### config.mk
export PLATFORM = sky130hd
export DESIGN_NAME = clock_select_prescale_reset
export DESIGN_NICKNAME = d
export VERILOG_FILES = /design/src/clock_select_prescale_reset.v
export VERILOG_INCLUDE_DIRS = /design/src
export SDC_FILE = /design/constraint.sdc
export NUM_CORES = 1
export LEC_CHECK = 0
export ABC_AREA = 1
export BUFFER_PORTS_ARGS = -buffer_cell sky130_fd_sc_hd__buf_4
export CAP_MARGIN = 0
export CELL_PAD_IN_SITES_DETAIL_PLACEMENT = 0
export CELL_PAD_IN_SITES_GLOBAL_PLACEMENT = 1
export CORE_ASPECT_RATIO = 0.75
export CORE_MARGIN = 2
export CORE_UTILIZATION = 44
export DETAILED_ROUTE_END_ITERATION = 12
export PLACE_DENSITY = 0.77
export SYNTH_ARGS = -nofsm -noshare
export SYNTH_HDL_FRONTEND = slang
export SYNTH_SLANG_ARGS = --single-unit
export TNS_END_PERCENT = 100
### constraint.sdc
create_clock -name mclk_in -period 2.13 [get_ports mclk_in]
set_input_delay 0.3195 -clock mclk_in [delete_from_list [all_inputs] [get_ports mclk_in]]
set_output_delay 0.3195 -clock mclk_in [all_outputs]
set_load 0.02 [all_outputs]
### src/clock_reset_defines.vh
// register offsets, field positions, reset values and timing constants
// for the clock select, prescale and reset block; definitions only
`ifndef CLOCK_RESET_DEFINES_VH
`define CLOCK_RESET_DEFINES_VH

`define ADDR_CLOCK_RESET_CONTROL     24'hFFFC40
`define ADDR_FAST_CLOCK_PRESCALER    24'hFFFC42
`define ADDR_SLOW_CLOCK_PRESCALER    24'hFFFC44
`define ADDR_AUX_CLOCK_PRESCALER     24'hFFFC46

`define CTRL_SLOW_SEL_BIT            0
`define CTRL_FAST_SEL_BIT            1
`define CTRL_PLL_PD_BIT              2
`define CTRL_AUX_ONE_EN_BIT          3
`define CTRL_AUX_TWO_EN_BIT          4
`define CTRL_POWER_ON_BIT            5

`define FAST_PRESCALER_RESET         8'h4F
`define SLOW_PRESCALER_RESET         8'hB6
`define AUX_PRESCALER_RESET          8'hFF
`define FAST_PRESCALER_MASK          8'h7F

`define PLL_MODE_X3                  3'h3
`define PLL_MODE_X4                  3'h4
`define PLL_MODE_X5                  3'h5

`define POR_PRESET                   14'h3FFF

`endif

### src/clock_select_prescale_reset.v
// clock selection, prescaling and reset generation, one clock domain
// assumes mclk_in is the main clock; oscillator, pll analog core and
// power management sit outside and join through plain ports
//
// Summary of operation
// - fast divide by fast_divisor plus one
// - fast select 0 pll, 1 main; resets 1
// - ignore pll select while powered down/unlocked
// - ignore power-down set while pll selected
// - power-down bit 1 holds pll stopped
// - slow select 0 prescaled main, 1 oscillator
// - slow divide by 2*(divisor+1); reset B6h
// - aux one runs if enabled and main stable
// - aux two runs if enabled and main stable
// - aux divide by field plus one; reset FFh
// - 14-bit power-on counter holds internal reset
// - power-on flag set; write 0 clears only
// - external reset low asserts internal reset
// - pll mode 011/100/101 gives x3/x4/x5
// - fast prescaler resets 4Fh unless programming
// - fast select clears only after pll lock
// - oscillator selected only when seen toggling
//
// The implementer's own choice: strobed register access.
`include "clock_reset_defines.vh"
`timescale 1ns/100ps
`default_nettype none

module clock_select_prescale_reset
#(
  parameter        ADDR_WIDTH = 24,
  parameter [13:0] POR_COUNT  = `POR_PRESET
)
(
  input  wire                  mclk_in,
  input  wire                  reset_n_in,
  input  wire                  clk_en_in,
  input  wire                  ext_reset_n_in,
  input  wire                  prog_mode_in,
  input  wire                  pll_locked_in,
  input  wire                  pmm_stop_pll_in,
  input  wire                  main_clock_good_in,
  input  wire                  slow_osc_in,
  input  wire                  pll_clk_in,
  input  wire [ADDR_WIDTH-1:0] addr_in,
  input  wire [7:0]            wdata_in,
  input  wire                  wr_in,
  input  wire                  rd_in,
  output reg  [7:0]            rdata_out,
  output reg                   sys_reset_out,
  output reg                   stop_pll_out,
  output reg  [2:0]            pll_mode_out,
  output reg                   pll_mult_valid_out,
  output reg                   sys_clk_out,
  output reg                   slow_clk_out,
  output reg                   aux_one_clk_out,
  output reg                   aux_two_clk_out
);

  reg        slow_source_select;
  reg        fast_source_select;
  reg        pll_power_down;
  reg        aux_one_enable;
  reg        aux_two_enable;
  reg        power_on_flag;
  reg  [7:0] fast_clock_prescaler;
  reg  [7:0] slow_clock_prescaler;
  reg  [7:0] auxiliary_clock_prescaler;
  reg  [13:0] por_count;
  reg        ext_reset_sync1;
  reg        ext_reset_sync2;
  reg        prog_latched;
  reg        prog_taken;
  reg  [1:0] osc_hist;
  reg  [7:0] osc_age;
  reg        fast_pll_src_d;
  reg        pll_src_d;
  reg  [3:0] fast_cnt;
  reg  [7:0] slow_cnt;
  reg        slow_div_clk;
  reg  [3:0] aux_one_cnt;
  reg  [3:0] aux_two_cnt;

  wire       ctrl_hit   = (addr_in == `ADDR_CLOCK_RESET_CONTROL);
  wire       fast_hit   = (addr_in == `ADDR_FAST_CLOCK_PRESCALER);
  wire       slow_hit   = (addr_in == `ADDR_SLOW_CLOCK_PRESCALER);
  wire       aux_hit    = (addr_in == `ADDR_AUX_CLOCK_PRESCALER);
  wire       osc_toggling = (osc_age != 8'h00);
  wire [3:0] fast_divisor    = fast_clock_prescaler[3:0];
  wire [2:0] pll_mode        = fast_clock_prescaler[6:4];
  wire [7:0] slow_divisor    = slow_clock_prescaler;
  wire [3:0] aux_one_divisor = auxiliary_clock_prescaler[3:0];
  wire [3:0] aux_two_divisor = auxiliary_clock_prescaler[7:4];
  wire       sel_pll = !fast_source_select;

  // clock level for a divide-by-(n+1) counter: high for the first half
  function div_high;
    input [3:0] cnt;
    input [3:0] lim;
    begin
      div_high = (cnt <= {1'b0, lim[3:1]});
    end
  endfunction

  // divide-by-(n+1) counter step, used by the fast and both aux prescalers; the slow one has its own counter
  function [3:0] next_div4;
    input [3:0] cnt;
    input [3:0] lim;
    begin
      if (cnt >= lim)
        next_div4 = 4'h0;
      else
        next_div4 = cnt + 4'h1;
    end
  endfunction

  // power-on counter and external reset
  always @(posedge mclk_in or negedge reset_n_in)
  begin
    if (!reset_n_in)
    begin
      por_count       <= POR_COUNT;
      ext_reset_sync1 <= 1'b0;
      ext_reset_sync2 <= 1'b0;
      sys_reset_out   <= 1'b1;
    end
    else if (clk_en_in)
    begin
      ext_reset_sync1 <= ext_reset_n_in;
      ext_reset_sync2 <= ext_reset_sync1;
      if (por_count != 14'h0000)
        por_count <= por_count - 14'h0001;
      sys_reset_out <= (por_count != 14'h0000) || !ext_reset_sync2;
    end
  end

  // software registers
  always @(posedge mclk_in or negedge reset_n_in)
  begin
    if (!reset_n_in)
    begin
      slow_source_select        <= 1'b0;
      fast_source_select        <= 1'b1;
      pll_power_down            <= 1'b1;
      aux_one_enable            <= 1'b0;
      aux_two_enable            <= 1'b0;
      power_on_flag             <= 1'b1;
      fast_clock_prescaler      <= `FAST_PRESCALER_RESET;
      slow_clock_prescaler      <= `SLOW_PRESCALER_RESET;
      auxiliary_clock_prescaler <= `AUX_PRESCALER_RESET;
      prog_taken                <= 1'b0;
      prog_latched              <= 1'b0;
    end
    else if (clk_en_in)
    begin
      if (!prog_taken)
      begin
        prog_taken   <= 1'b1;
        prog_latched <= prog_mode_in;
        if (prog_mode_in)
          fast_clock_prescaler <= 8'h00;
      end
      if (wr_in && ctrl_hit)
      begin
        if (!wdata_in[`CTRL_SLOW_SEL_BIT] || osc_toggling)
          slow_source_select <= wdata_in[`CTRL_SLOW_SEL_BIT];
        if (wdata_in[`CTRL_FAST_SEL_BIT])
          fast_source_select <= 1'b1;
        else if (!pll_power_down && pll_locked_in)
          fast_source_select <= 1'b0;
        if (!wdata_in[`CTRL_PLL_PD_BIT])
          pll_power_down <= 1'b0;
        else if (fast_source_select)
          pll_power_down <= 1'b1;
        aux_one_enable <= wdata_in[`CTRL_AUX_ONE_EN_BIT];
        aux_two_enable <= wdata_in[`CTRL_AUX_TWO_EN_BIT];
        if (!wdata_in[`CTRL_POWER_ON_BIT])
          power_on_flag <= 1'b0;
      end
      if (wr_in && fast_hit)
        fast_clock_prescaler <= wdata_in & `FAST_PRESCALER_MASK;
      if (wr_in && slow_hit)
        slow_clock_prescaler <= wdata_in;
      if (wr_in && aux_hit)
        auxiliary_clock_prescaler <= wdata_in;
      // fall back to the prescaler if the oscillator stops
      if (slow_source_select && !osc_toggling)
        slow_source_select <= 1'b0;
    end
  end

  // read port, data stand one cycle after the strobe
  always @(posedge mclk_in or negedge reset_n_in)
  begin
    if (!reset_n_in)
      rdata_out <= 8'h00;
    else if (clk_en_in)
    begin
      if (rd_in && ctrl_hit)
        rdata_out <= {2'b00, power_on_flag, aux_two_enable, aux_one_enable,
                      pll_power_down, fast_source_select, slow_source_select};
      else if (rd_in && fast_hit)
        rdata_out <= fast_clock_prescaler;
      else if (rd_in && slow_hit)
        rdata_out <= slow_clock_prescaler;
      else if (rd_in && aux_hit)
        rdata_out <= auxiliary_clock_prescaler;
      else
        rdata_out <= 8'h00;
    end
  end

  // oscillator activity detect and pll control
  always @(posedge mclk_in or negedge reset_n_in)
  begin
    if (!reset_n_in)
    begin
      osc_hist           <= 2'b00;
      osc_age            <= 8'h00;
      stop_pll_out       <= 1'b1;
      pll_mode_out       <= `PLL_MODE_X4;
      pll_mult_valid_out <= 1'b1;
    end
    else if (clk_en_in)
    begin
      osc_hist <= {osc_hist[0], slow_osc_in};
      if (osc_hist[1] != osc_hist[0])
        osc_age <= 8'hFF;
      else if (osc_age != 8'h00)
        osc_age <= osc_age - 8'h01;
      stop_pll_out <= pll_power_down || pmm_stop_pll_in;
      pll_mode_out <= pll_mode;
      pll_mult_valid_out <= (pll_mode == `PLL_MODE_X3) || (pll_mode == `PLL_MODE_X4) ||
                            (pll_mode == `PLL_MODE_X5);
    end
  end

  // prescalers; fast path counts on the main clock as a gating enable
  always @(posedge mclk_in or negedge reset_n_in)
  begin
    if (!reset_n_in)
    begin
      fast_cnt        <= 4'h0;
      slow_cnt        <= 8'h00;
      slow_div_clk    <= 1'b0;
      aux_one_cnt     <= 4'h0;
      aux_two_cnt     <= 4'h0;
      sys_clk_out     <= 1'b0;
      slow_clk_out    <= 1'b0;
      aux_one_clk_out <= 1'b0;
      aux_two_clk_out <= 1'b0;
      pll_src_d       <= 1'b0;
      fast_pll_src_d  <= 1'b0;
    end
    else if (clk_en_in)
    begin
      pll_src_d      <= pll_clk_in;
      fast_pll_src_d <= pll_src_d;
      fast_cnt       <= next_div4(fast_cnt, fast_divisor);
      sys_clk_out    <= sel_pll ? fast_pll_src_d : div_high(fast_cnt, fast_divisor);
      if (slow_cnt >= slow_divisor)
      begin
        slow_cnt     <= 8'h00;
        slow_div_clk <= !slow_div_clk;
      end
      else
        slow_cnt <= slow_cnt + 8'h01;
      slow_clk_out <= slow_source_select ? osc_hist[1] : slow_div_clk;
      if (aux_one_enable && main_clock_good_in)
      begin
        aux_one_cnt     <= next_div4(aux_one_cnt, aux_one_divisor);
        aux_one_clk_out <= div_high(aux_one_cnt, aux_one_divisor);
      end
      else
      begin
        aux_one_cnt     <= 4'h0;
        aux_one_clk_out <= 1'b0;
      end
      if (aux_two_enable && main_clock_good_in)
      begin
        aux_two_cnt     <= next_div4(aux_two_cnt, aux_two_divisor);
        aux_two_clk_out <= div_high(aux_two_cnt, aux_two_divisor);
      end
      else
      begin
        aux_two_cnt     <= 4'h0;
        aux_two_clk_out <= 1'b0;
      end
    end
  end

endmodule // clock_select_prescale_reset

`default_nettype wire

# Word level (Yosys, flattened, before mapping)
# Cells that the tools add are included.
[op_classes]
n_addsub = 6
order_cmp = 7
n_eq_ne = 10
mux = 26
bitwise_logic = 1
n_reduce_logical = 40
[op_table]
columns = ["op", "n"]
rows = [
  ["$eq 24x24->1 const B", 4],
  ["$mux 8", 10],
  ["$mux 4", 5],
  ["$reduce_and 3->1", 5],
  ["$reduce_bool 14->1", 1],
  ["$sub 14x1->14 const B", 1],
  ["$add 4x1->4 const B", 3],
  ["$ge 4x4->1", 3],
  ["$le 4x3->1", 3],
  ["$logic_and 1x1->1", 12],
  ["$reduce_and 2->1", 6],
  ["$mux 1", 11],
  ["$reduce_bool 2->1", 5],
  ["$add 8x1->8 const B", 1],
  ["$ge 8x8->1", 1],
  ["$reduce_bool 8->1", 1],
  ["$sub 8x1->8 const B", 1],
  ["$eq 3x3->1 const B", 2],
  ["$logic_not 1->1", 5],
  ["$logic_or 1x1->1", 5],
  ["$ne 2x1->1 const B", 2],
  ["$eq 3x2->1 const B", 1],
  ["$ne 1x1->1", 1],
  ["$not 1->1", 1],
]
[word_totals]
reg_bits = 98
word_cells = 121

# Depth between registers and ports, before layout
# Gate-level depths: netlist (run 1).
[depth]
ltp_word = 6
depth_mapped = 11

# Least setup slack after synthesis (run 1)
# Ideal clock, no wire load.
[synth_path]
kind = "register -> register"
startpoint = "register slow_clock_prescaler[1]"
endpoint = "register slow_cnt[5]"
setup_time_ns = 0.071
arrival_time_ns = 1.579
required_ns = 2.059
setup_slack_ns = 0.480
stages_incl_launch_ff = 12
path_buffers = 0
synth_period_minus_slack_ns = 1.650
path_cell_list = "dfstp_2 > inv_1 > ha_1 > inv_1 > nor2_1 > o21ai_0 > nand2_1 > nand2_1 > o2111ai_1 > nand2_1 > inv_1 > nor2_1"
[synth_between]
elab_chain_cells = 2
[synth_rtl]
columns = ["item", "line_no", "source"]
rows = [
  ["from (decl)", "clock_select_prescale_reset.v:67", "reg [7:0] slow_clock_prescaler;"],
  ["from (signal assigned)", "clock_select_prescale_reset.v:149", "slow_clock_prescaler <= `SLOW_PRESCALER_RESET;"],
  ["from (signal assigned)", "clock_select_prescale_reset.v:183", "slow_clock_prescaler <= wdata_in;"],
  ["$ge 8x8->1", "clock_select_prescale_reset.v:261", "if (slow_cnt >= slow_divisor)"],
  ["$mux 8", "clock_select_prescale_reset.v:261", ""],
  ["to (signal assigned)", "clock_select_prescale_reset.v:267", "slow_cnt <= slow_cnt + 8'h01;"],
  ["to (decl)", "clock_select_prescale_reset.v:79", "reg [7:0] slow_cnt;"],
]
# No other way between the ends.
# A chain may end at the register's enable or synchronous reset.

# Final worst setup path (run 1)
# Same ends and word-level chain as after synthesis.

==> results of run 1 <==
[per-layer routing]
metal  track usage, %  routed length (um)  up-vias
li1                 -                   -     2379
met2            31.51                5713       82
met4            3.968                 102        0
met1            30.13                6875     2253
met5                0                   0        -
met3            4.117                 527        7
[layout by cell type (no fill, tap or decap), types with 2 or more instances in the layout]
cell type	n
buf_4	69
nand4_1	27
nand3_4	5
nand2_1	175
inv_1	88
o21ai_0	42
o21ai_1	11
or2_0	2
nor2_2	3
clkbuf_16	9
xnor2_1	6
nand2_2	2
nor3_1	10
dfstp_2	39
clkbuf_1	2
o211ai_1	2
nand3b_1	2
a21boi_0	3
xor2_1	15
o21ai_2	7
nand2_4	2
dfrtp_1	58
nand3_1	51
ha_1	37
a21oi_1	14
clkinvlp_4	2
nor2_1	49
inv_2	3
o22ai_1	2
[cell type report]
type | count | area, um^2 | share of cell area (%)
sequential | 97 | 2476 | 37.52
timing repair buffer | 71 | 548.0 | 8.303
clock inverter | 4 | 53.80 | 0.8152
clock buffer | 12 | 246.5 | 3.735
multi-input combinational | 482 | 2723 | 41.25
inverter | 92 | 345.3 | 5.232
tap | 166 | 207.7 | 3.147
[cells by family after synthesis]
family / Yosys count / share of synthesized area, %
AO/OA/AOI/OAI: 89 / 9.075
adder cells (fa/ha/maj): 37 / 8.209
AND/OR/NAND/NOR: 334 / 27.45
buffers and inverters: 107 / 7.810
XOR/XNOR: 22 / 3.550
flip-flops: 97 / 43.91
[power by group through the flow]
stage / clock network (mW) / registers, mW / logic (mW)
floorplan: 0 / 2.26 / 0.575
global placement: 0 / 2.29 / 0.827
detailed placement: 0 / 2.29 / 0.838
CTS: 1.68 / 2.27 / 0.845
global route: 1.75 / 2.29 / 0.960
finish: 1.64 / 2.27 / 0.840
[through the flow]
step | cells | worst slack (ns) | hold slack, ns
after detailed placement | 907 | 0.2991 | 0.2808
after floorplan | 686 | 0.4796 | 0.02391
final | 924 | 0.2747 | 0.1887
after CTS | 924 | 0.2816 | 0.1782
after global placement | 907 | 0.3445 | 0.2881
after global routing | 924 | 0.07292 | 0.1909
[registers in the layout, indices dropped and copies added, names as in the netlist, 2 cells and up]
register,cells
fast_clock_prescaler,7
aux_two_cnt,4
fast_cnt,4
slow_clock_prescaler,8
aux_one_cnt,4
osc_hist,2
por_count,14
pll_mode_out,3
auxiliary_clock_prescaler,8
rdata_out,8
osc_age,8
slow_cnt,8
[path summary, 6_finish.rpt]
| path | to | start | slack [ns] |
|---|---|---|---|
| worst max-delay path | slow_cnt[5] | slow_clock_prescaler[1] | 0.27 |
| worst min-delay path | osc_hist[0] | slow_osc_in | 0.19 |
| worst max register to register | slow_cnt[5] | slow_clock_prescaler[1] | 0.27 |
| worst min register to register | pll_mode_out[2] | pll_mode_out[2] | 0.46 |
| max in group asynchronous | slow_clock_prescaler[2] | reset_n_in | 0.93 |
| min in group asynchronous | aux_one_cnt[2] | reset_n_in | 0.45 |
[worst min-delay path: stages]
cell	delay, ns
buf_4	0.08
nand2_1	0.04
nand2_1	0.05
==> flow_metrics.tcl, run 1 <==
set metrics [dict create \
    total_power_mw 4.746 \
    dpl_cell_area_um2 6290 \
    antenna_cells 0 \
    max_stage_delay_ns 0.54 \
    clkPwrFrac_pct 34.5 \
    cts_buffers 9 \
    arrival_ns 2.12 \
    wl_per_cell_um 14.31 \
    ios 62 \
    p_per_area_nw_per_um2 719.1 \
    die_x_um 134.7 \
    initial_utilization_pct 45.50 \
    synth_top_area_share_pct 25.74 \
    via_per_inst 5.109 \
    setup_tns_ns 0 \
    drt-total-wl_mm 13.22 \
    root_buffer "clkbuf_16" \
    cp.depth 11 \
    end_kind "flop" \
    nNetsFinal 834 \
    fillers 1185 \
    min_period_ns 1.855 \
    comb_power_share_pct 17.7 \
    grt_pass1_vias 4487 \
    drive_above_1_share_pct 19.79 \
    critPathMaxFanout 5 \
    postLayoutCoreUtil_pct 53.26 \
    synthArstFlopShare_pct 100.0 \
    syn_avg_cell_area_um2 8.220 \
    hold_buffers 1 \
    switching_power_mw 1.383 \
    drt_iter0_markers 206 \
    synth.distinct_cells 45 \
    antenna_found_initial 0 \
    post_cts_buffers 0 \
    synth_nets 767 \
    via_count 4721 \
    hold-path-cell-count 3 \
    synth.area.top_cells "dfrtp_1 (26%), dfstp_2 (18%), nand2_1 (12%)" \
    synth_common_cells "nand2_1 (175), inv_1 (88), dfrtp_1 (58)" \
    fin_skew_ns 0.008537 \
    antenna_left 0 \
    finalCritPeriodShare_pct 87.10 \
    gp_congestion 0.8732 \
    syn2layout_area_growth_pct 17.04 \
    drv_cap 0 \
    sequentialPowerShare_pct 47.8 \
    grt_overflow_total 0 \
    grt_setup_unrepaired "false" \
    ir_worst_vdd_v 0.0003964 \
    clock_path_buffers 2 \
    yosys.area.top_type "dfrtp_1" \
    drc 0 \
    slowest_stage "dfstp_2" \
    hp-class "input pin to flop" \
    grtUsageTotal_pct 20.44 \
    path_class "flop to flop" \
    clk_latency_ns 0.34 \
    grt_pass1_wl_mm 22.14 \
    status "finished clean" \
    path_delay_family "flip-flops" \
    synth.most_common_cell "nand2_1" \
    final_cell_area_um2 6600 \
    ys_ff_latch 97 \
    setup_viol 0 \
    yosysSeqAreaShare_pct 43.91 \
    clkTransAtPathRegs_ns 0.07 \
    core_um2 12390 \
    grt_max_degree 37 \
    report.final.slew_viol_count 0 \
    fp.dieArea_um2 13750 \
    switching_share_pct 29.14 \
    crit_buf_inv 3 \
    tightestPinTransition_ns 0.4167 \
    cp-start-kind "flop" \
    max_slew_margin_pct 72.22 \
    netlist_area_um2 5639 \
    synth_ff_type "dfrtp_1" \
    port_buffers 61 \
    yosysWarnings 0 \
    cp.required_ns 2.40 \
    hpwl_mm 10.36 \
    r2r_cells 11 \
    intPower_mw 3.363 \
    cts_tree "done" \
    cp_cell_sequence "inv_1, ha_1, inv_1, nor2_1, o21ai_0, nand2_1, nand2_1, o2111ai_1, nand2_1, inv_1, nor2_1" \
    synth_edf_count 0 \
    h-tree-depth 3 \
    max_freq_mhz 539.0 \
    row_count 35 \
    postSynthCellCount 686 \
    cts_resized 0 \
    hold_violations 0 \
    p_leak_nw 3.183 \
    clock_sinks 97 \
    dieHeight_um 102.0 \
    dr.pass1.iters 5 \
]
Power figures use the tool's default switching activity.
==> run 2: changes to the inputs <==
- CORE_UTILIZATION: 44 -> 45
- PLACE_DENSITY: 0.77 -> 0.78
- clock period: 2.13 -> 2.2 ns (I/O delays scaled with it)
==> flow_metrics.tcl, run 2 (same netlist as run 1, synthesis figures left out) <==
set metrics [dict create \
    tightestPinTransition_ns 0.4998 \
    dieHeight_um 100.9 \
    hold_violations 0 \
    max_stage_delay_ns 0.55 \
    fillers 1171 \
    root_buffer "clkbuf_16" \
    postLayoutCoreUtil_pct 53.48 \
    largest_register_ffs 14 \
    crit_buf_inv 3 \
    clkTransAtPathRegs_ns 0.07 \
    syn2layout_area_growth_pct 16.29 \
    end_kind "flop" \
    dpl_cell_area_um2 6275 \
    cts_buffers 9 \
    intPower_mw 3.105 \
    max_freq_mhz 519.4 \
    hold_path_end "osc_hist[0]" \
    grt_setup_unrepaired "false" \
    grt_max_degree 64 \
    final_cell_area_um2 6558 \
    cts_tree "done" \
    ir_worst_vdd_v 0.0004102 \
    clkPwrFrac_pct 32.7 \
    cp-start-kind "flop" \
    switching_share_pct 31.01 \
    antenna_left 0 \
    drt-total-wl_mm 13.63 \
    p_per_area_nw_per_um2 686.4 \
    layout.cells.non_filler 922 \
    row_count 35 \
    cp_cell_sequence "inv_1, ha_1, inv_1, nor2_1, o21ai_0, nand2_1, nand2_1, o2111ai_1, nand2_1, inv_1, nor2_1" \
    ios 62 \
    fin_skew_ns 0.008675 \
    r2r_cells 11 \
    gp_congestion 0.8526 \
    setup_viol 0 \
    report.final.slew_viol_count 0 \
    min_period_ns 1.925 \
    hpwl_mm 10.39 \
    sequentialPowerShare_pct 48.9 \
    grt_pass1_wl_mm 22.66 \
    die_x_um 133.3 \
    comb_power_share_pct 18.3 \
    holdWs_ns 0.1885 \
    setup_tns_ns 0 \
    max_slew_margin_pct 66.68 \
    clock_sinks 97 \
    preCtsSetupSlack_ns 0.2876 \
    antenna_cells 0 \
    r2r-start "slow_clock_prescaler[1]" \
    nNetsFinal 832 \
    via_count 4665 \
    finalCritPeriodShare_pct 87.51 \
    clk_latency_ns 0.35 \
    antenna_found_initial 0 \
    slowest_stage "dfstp_2" \
    grt_pass1_vias 4483 \
    cp.depth 11 \
    dp_cells 905 \
    path_class "flop to flop" \
    hold-path-cell-count 3 \
    grtUsageTotal_pct 21.53 \
    regMostFlops "por_count" \
    path_delay_family "flip-flops" \
    layout_commonest_cell "nand2_1" \
    dr.pass1.iters 4 \
    wl_per_cell_um 14.78 \
    status "finished clean" \
    core_um2 12260 \
    via_per_inst 5.060 \
    initial_utilization_pct 45.99 \
    drt_iter0_markers 287 \
    hp-class "input pin to flop" \
    critPathMaxFanout 5 \
    p_leak_nw 3.156 \
    clock_path_buffers 2 \
    drive_above_1_share_pct 19.71 \
    drv_cap 0 \
    switching_power_mw 1.396 \
    port_buffers 61 \
    drc 0 \
    reg2reg_to "slow_cnt[6]" \
    worstHoldStart "slow_osc_in" \
    fin_ws_ns 0.2748 \
    grt_overflow_total 0 \
    h-tree-depth 3 \
    arrival_ns 2.20 \
    total_power_mw 4.501 \
    layout_common_cells "nand2_1 (175), inv_1 (88), buf_4 (67)" \
    fp.dieArea_um2 13450 \
    ff2ff_setup_slack_ns 0.27 \
    cp.required_ns 2.48 \
]
-- run 2: tightest hold or removal path: stages --
cell,delay (ns)
buf_4,0.08
nand2_1,0.04
nand2_1,0.05
-- run 2: what timing repair did --
action	4_1_cts	5_1_grt
hold buffers	1	0
setup endpoints to repair	0	0
setup buffers	0	0
endpoints found under the hold margin	22	0
gates resized for setup	0	0
-- run 2: layout make-up --
cell class	count	area, um^2	share of cell area [%]
Inverter	92	345.3	5.266
Timing Repair Buffer	69	533.0	8.128
Multi-Input combinational cell	482	2723	41.52
Sequential cell	97	2476	37.76
Tap cell	166	207.7	3.167
Clock buffer	10	229.0	3.492
Clock inverter	6	43.79	0.6678
-- run 2: how the worst max path moves through the flow --
stage / start / end / slack [ns]
2_1_floorplan: slow_clock_prescaler[1] / slow_cnt[5] / 0.55
3_3_place_gp: slow_clock_prescaler[1] / slow_cnt[5] / 0.38
3_5_place_dp: slow_clock_prescaler[1] / slow_cnt[6] / 0.29
4_1_cts: slow_clock_prescaler[1] / slow_cnt[6] / 0.27
5_1_grt: slow_clock_prescaler[1] / slow_cnt[6] / 0.08
6_report: slow_clock_prescaler[1] / slow_cnt[6] / 0.27
-- run 2: power groups by stage --
stage | Sequential [mW] | Combinational, mW | Clock [mW]
after floorplan | 2.19 | 0.557 | 0
after global placement | 2.22 | 0.803 | 0
after detailed placement | 2.22 | 0.827 | 0
after CTS | 2.20 | 0.827 | 1.51
after global routing | 2.22 | 0.948 | 1.57
final | 2.20 | 0.825 | 1.47
-- run 2: per-layer routing --
layer  GRT usage [%]  vias up  wire (um)
li1                -     2376          -
met1           32.29     2163       6876
met2           32.12      108       5706
met3           3.720       18        891
met4           5.810        0        154
met5               0        -          0
==> run 3: changes to the inputs <==
- REMOVE_ABC_BUFFERS: not set -> 1
==> flow_metrics.tcl, run 3 (same netlist as run 1, synthesis figures left out) <==
set metrics [dict create \
    holdWs_ns 0.1875 \
    antenna_found_initial 0 \
    die_x_um 133.3 \
    syn2layout_area_growth_pct 17.20 \
    cts_resized 0 \
    comb_power_share_pct 17.3 \
    cp_cell_sequence "inv_1, ha_1, inv_1, nor2_1, o21ai_0, nand2_1, nand2_1, o2111ai_1, nand2_1, inv_1, nor2_1" \
    critPathMaxFanout 5 \
    row_count 35 \
    finalCritPeriodShare_pct 85.14 \
    cp-start-kind "flop" \
    layout_common_cells "nand2_1 (175), inv_1 (88), buf_4 (68)" \
    clk_latency_ns 0.34 \
    intPower_mw 3.315 \
    p_leak_nw 3.192 \
    drc 0 \
    dpl_cell_area_um2 6282 \
    top_usage_layer "met2" \
    cp.depth 11 \
    switching_share_pct 28.62 \
    max_stage_delay_ns 0.54 \
    tightestPinTransition_ns 0.4722 \
    ios 62 \
    cts_tree "done" \
    clkTransAtPathRegs_ns 0.06 \
    cp-startpoint "slow_clock_prescaler[1]" \
    crit_buf_inv 3 \
    ir_worst_vdd_v 0.0004899 \
    slowest_stage "dfstp_2" \
    via_per_inst 5.121 \
    post_cts_buffers 0 \
    path_delay_family "flip-flops" \
    grt_overflow_total 0 \
    status "finished clean" \
    clock_sinks 97 \
    fp.dieArea_um2 13450 \
    hp-class "input pin to flop" \
    antenna_cells 0 \
    r2r-start "slow_clock_prescaler[1]" \
    dieHeight_um 100.9 \
    dr.pass1.iters 5 \
    r2r_cells 11 \
    max_freq_mhz 533.9 \
    nNetsFinal 833 \
    use_met2_pct 30.37 \
    port_buffers 61 \
    grt_pass1_wl_mm 21.63 \
    end_kind "flop" \
    clock_path_buffers 2 \
    grtUsageMet3_pct 4.525 \
    grt_pass1_vias 4427 \
    grt_max_degree 35 \
    via_count 4727 \
    total_power_mw 4.644 \
    drt_iter0_markers 270 \
    reg2reg_to "slow_cnt[6]" \
    setup_viol 0 \
    path_class "flop to flop" \
    largest_register_ffs 14 \
    endpoint "slow_cnt[6]" \
    initial_utilization_pct 45.99 \
    grt_setup_unrepaired "false" \
    antenna_left 0 \
    p_per_area_nw_per_um2 702.7 \
    drv_cap 0 \
    grt.met1_usage_pct 30.22 \
    grtUsageTotal_pct 20.32 \
    min_period_ns 1.873 \
    sequentialPowerShare_pct 47.2 \
    root_buffer "clkbuf_16" \
    fin_skew_ns 0.005001 \
    final_cell_area_um2 6609 \
    clkPwrFrac_pct 35.5 \
    wl_per_cell_um 14.01 \
    core_um2 12260 \
    switching_power_mw 1.329 \
    cp.required_ns 2.47 \
    setup_tns_ns 0 \
    layout_commonest_cell "nand2_1" \
    ff2ff_setup_slack_ns 0.33 \
    report.final.slew_viol_count 0 \
    regMostFlops "por_count" \
    h-tree-depth 3 \
    cts_buffers 9 \
    hold_violations 0 \
    drive_above_1_share_pct 19.82 \
    worstHoldStart "ext_reset_n_in" \
    hpwl_mm 9.894 \
    arrival_ns 2.15 \
    gp_congestion 0.8948 \
    drt-total-wl_mm 12.93 \
    max_slew_margin_pct 68.52 \
]
run 3: changes by cell type in the layout (fill, tap and decap cells not counted), sizes merged:
| cell | delta |
|---|---|
| clkinv | -1 |
| clkbuf | +3 |
| buf | +1 |
| bufinv | +1 |
| clkinvlp | -3 |
run 3: final cells by class:
type	instances	area [um^2]
Fill cell	1157	5653
Multi-Input combinational cell	482	2723
Sequential cell	97	2476
Timing Repair Buffer	70	540.5
Inverter	92	345.3
Clock buffer	13	270.3
Tap cell	166	207.7
Clock inverter	3	46.29
run 3: worst min-delay path by stage:
stage                                  to  depth (start not counted)
after floorplan           aux_one_clk_out                          0
after global placement     aux_one_cnt[2]                          1
after detailed placement   aux_one_cnt[2]                          1
after CTS                 ext_reset_sync1                          3
after global routing      ext_reset_sync1                          3
final                     ext_reset_sync1                          3
run 3: timing repair:
| action | in CTS | in global routing |
|---|---|---|
| hold buffers | 1 | 0 |
| endpoints found under the setup margin | 0 | 0 |
| endpoints found under the hold margin | 20 | 0 |
run 3: through the flow:
stage	cells	util [%]	setup slack [ns]
2_1_floorplan	671	-	0.5234
3_3_place_gp	906	51.23	0.4168
3_5_place_dp	906	51.23	0.3282
4_1_cts	923	53.90	0.3145
5_1_grt	923	53.90	0.1469
6_report	923	53.90	0.3269
run 3: power groups by stage:
| stage | Clock [mW] | Combinational [mW] | Sequential [mW] |
|---|---|---|---|
| floorplan | 0 | 0.536 | 2.19 |
| global placement | 0 | 0.790 | 2.22 |
| detailed placement | 0 | 0.806 | 2.22 |
| CTS | 1.70 | 0.808 | 2.19 |
| global route | 1.77 | 0.920 | 2.22 |
| finish | 1.65 | 0.803 | 2.19 |
run 3: metal layers:
metal  routed length [um]  vias up
met1                 6724     2234
met5                    0        -
li1                     -     2382
met4                  113        0
met3                  605       11
met2                 5489      100
run 3: worst min-delay path, stage by stage:
cell	delay, ns
buf_4	0.07
nand2_1	0.04
nand2_1	0.05
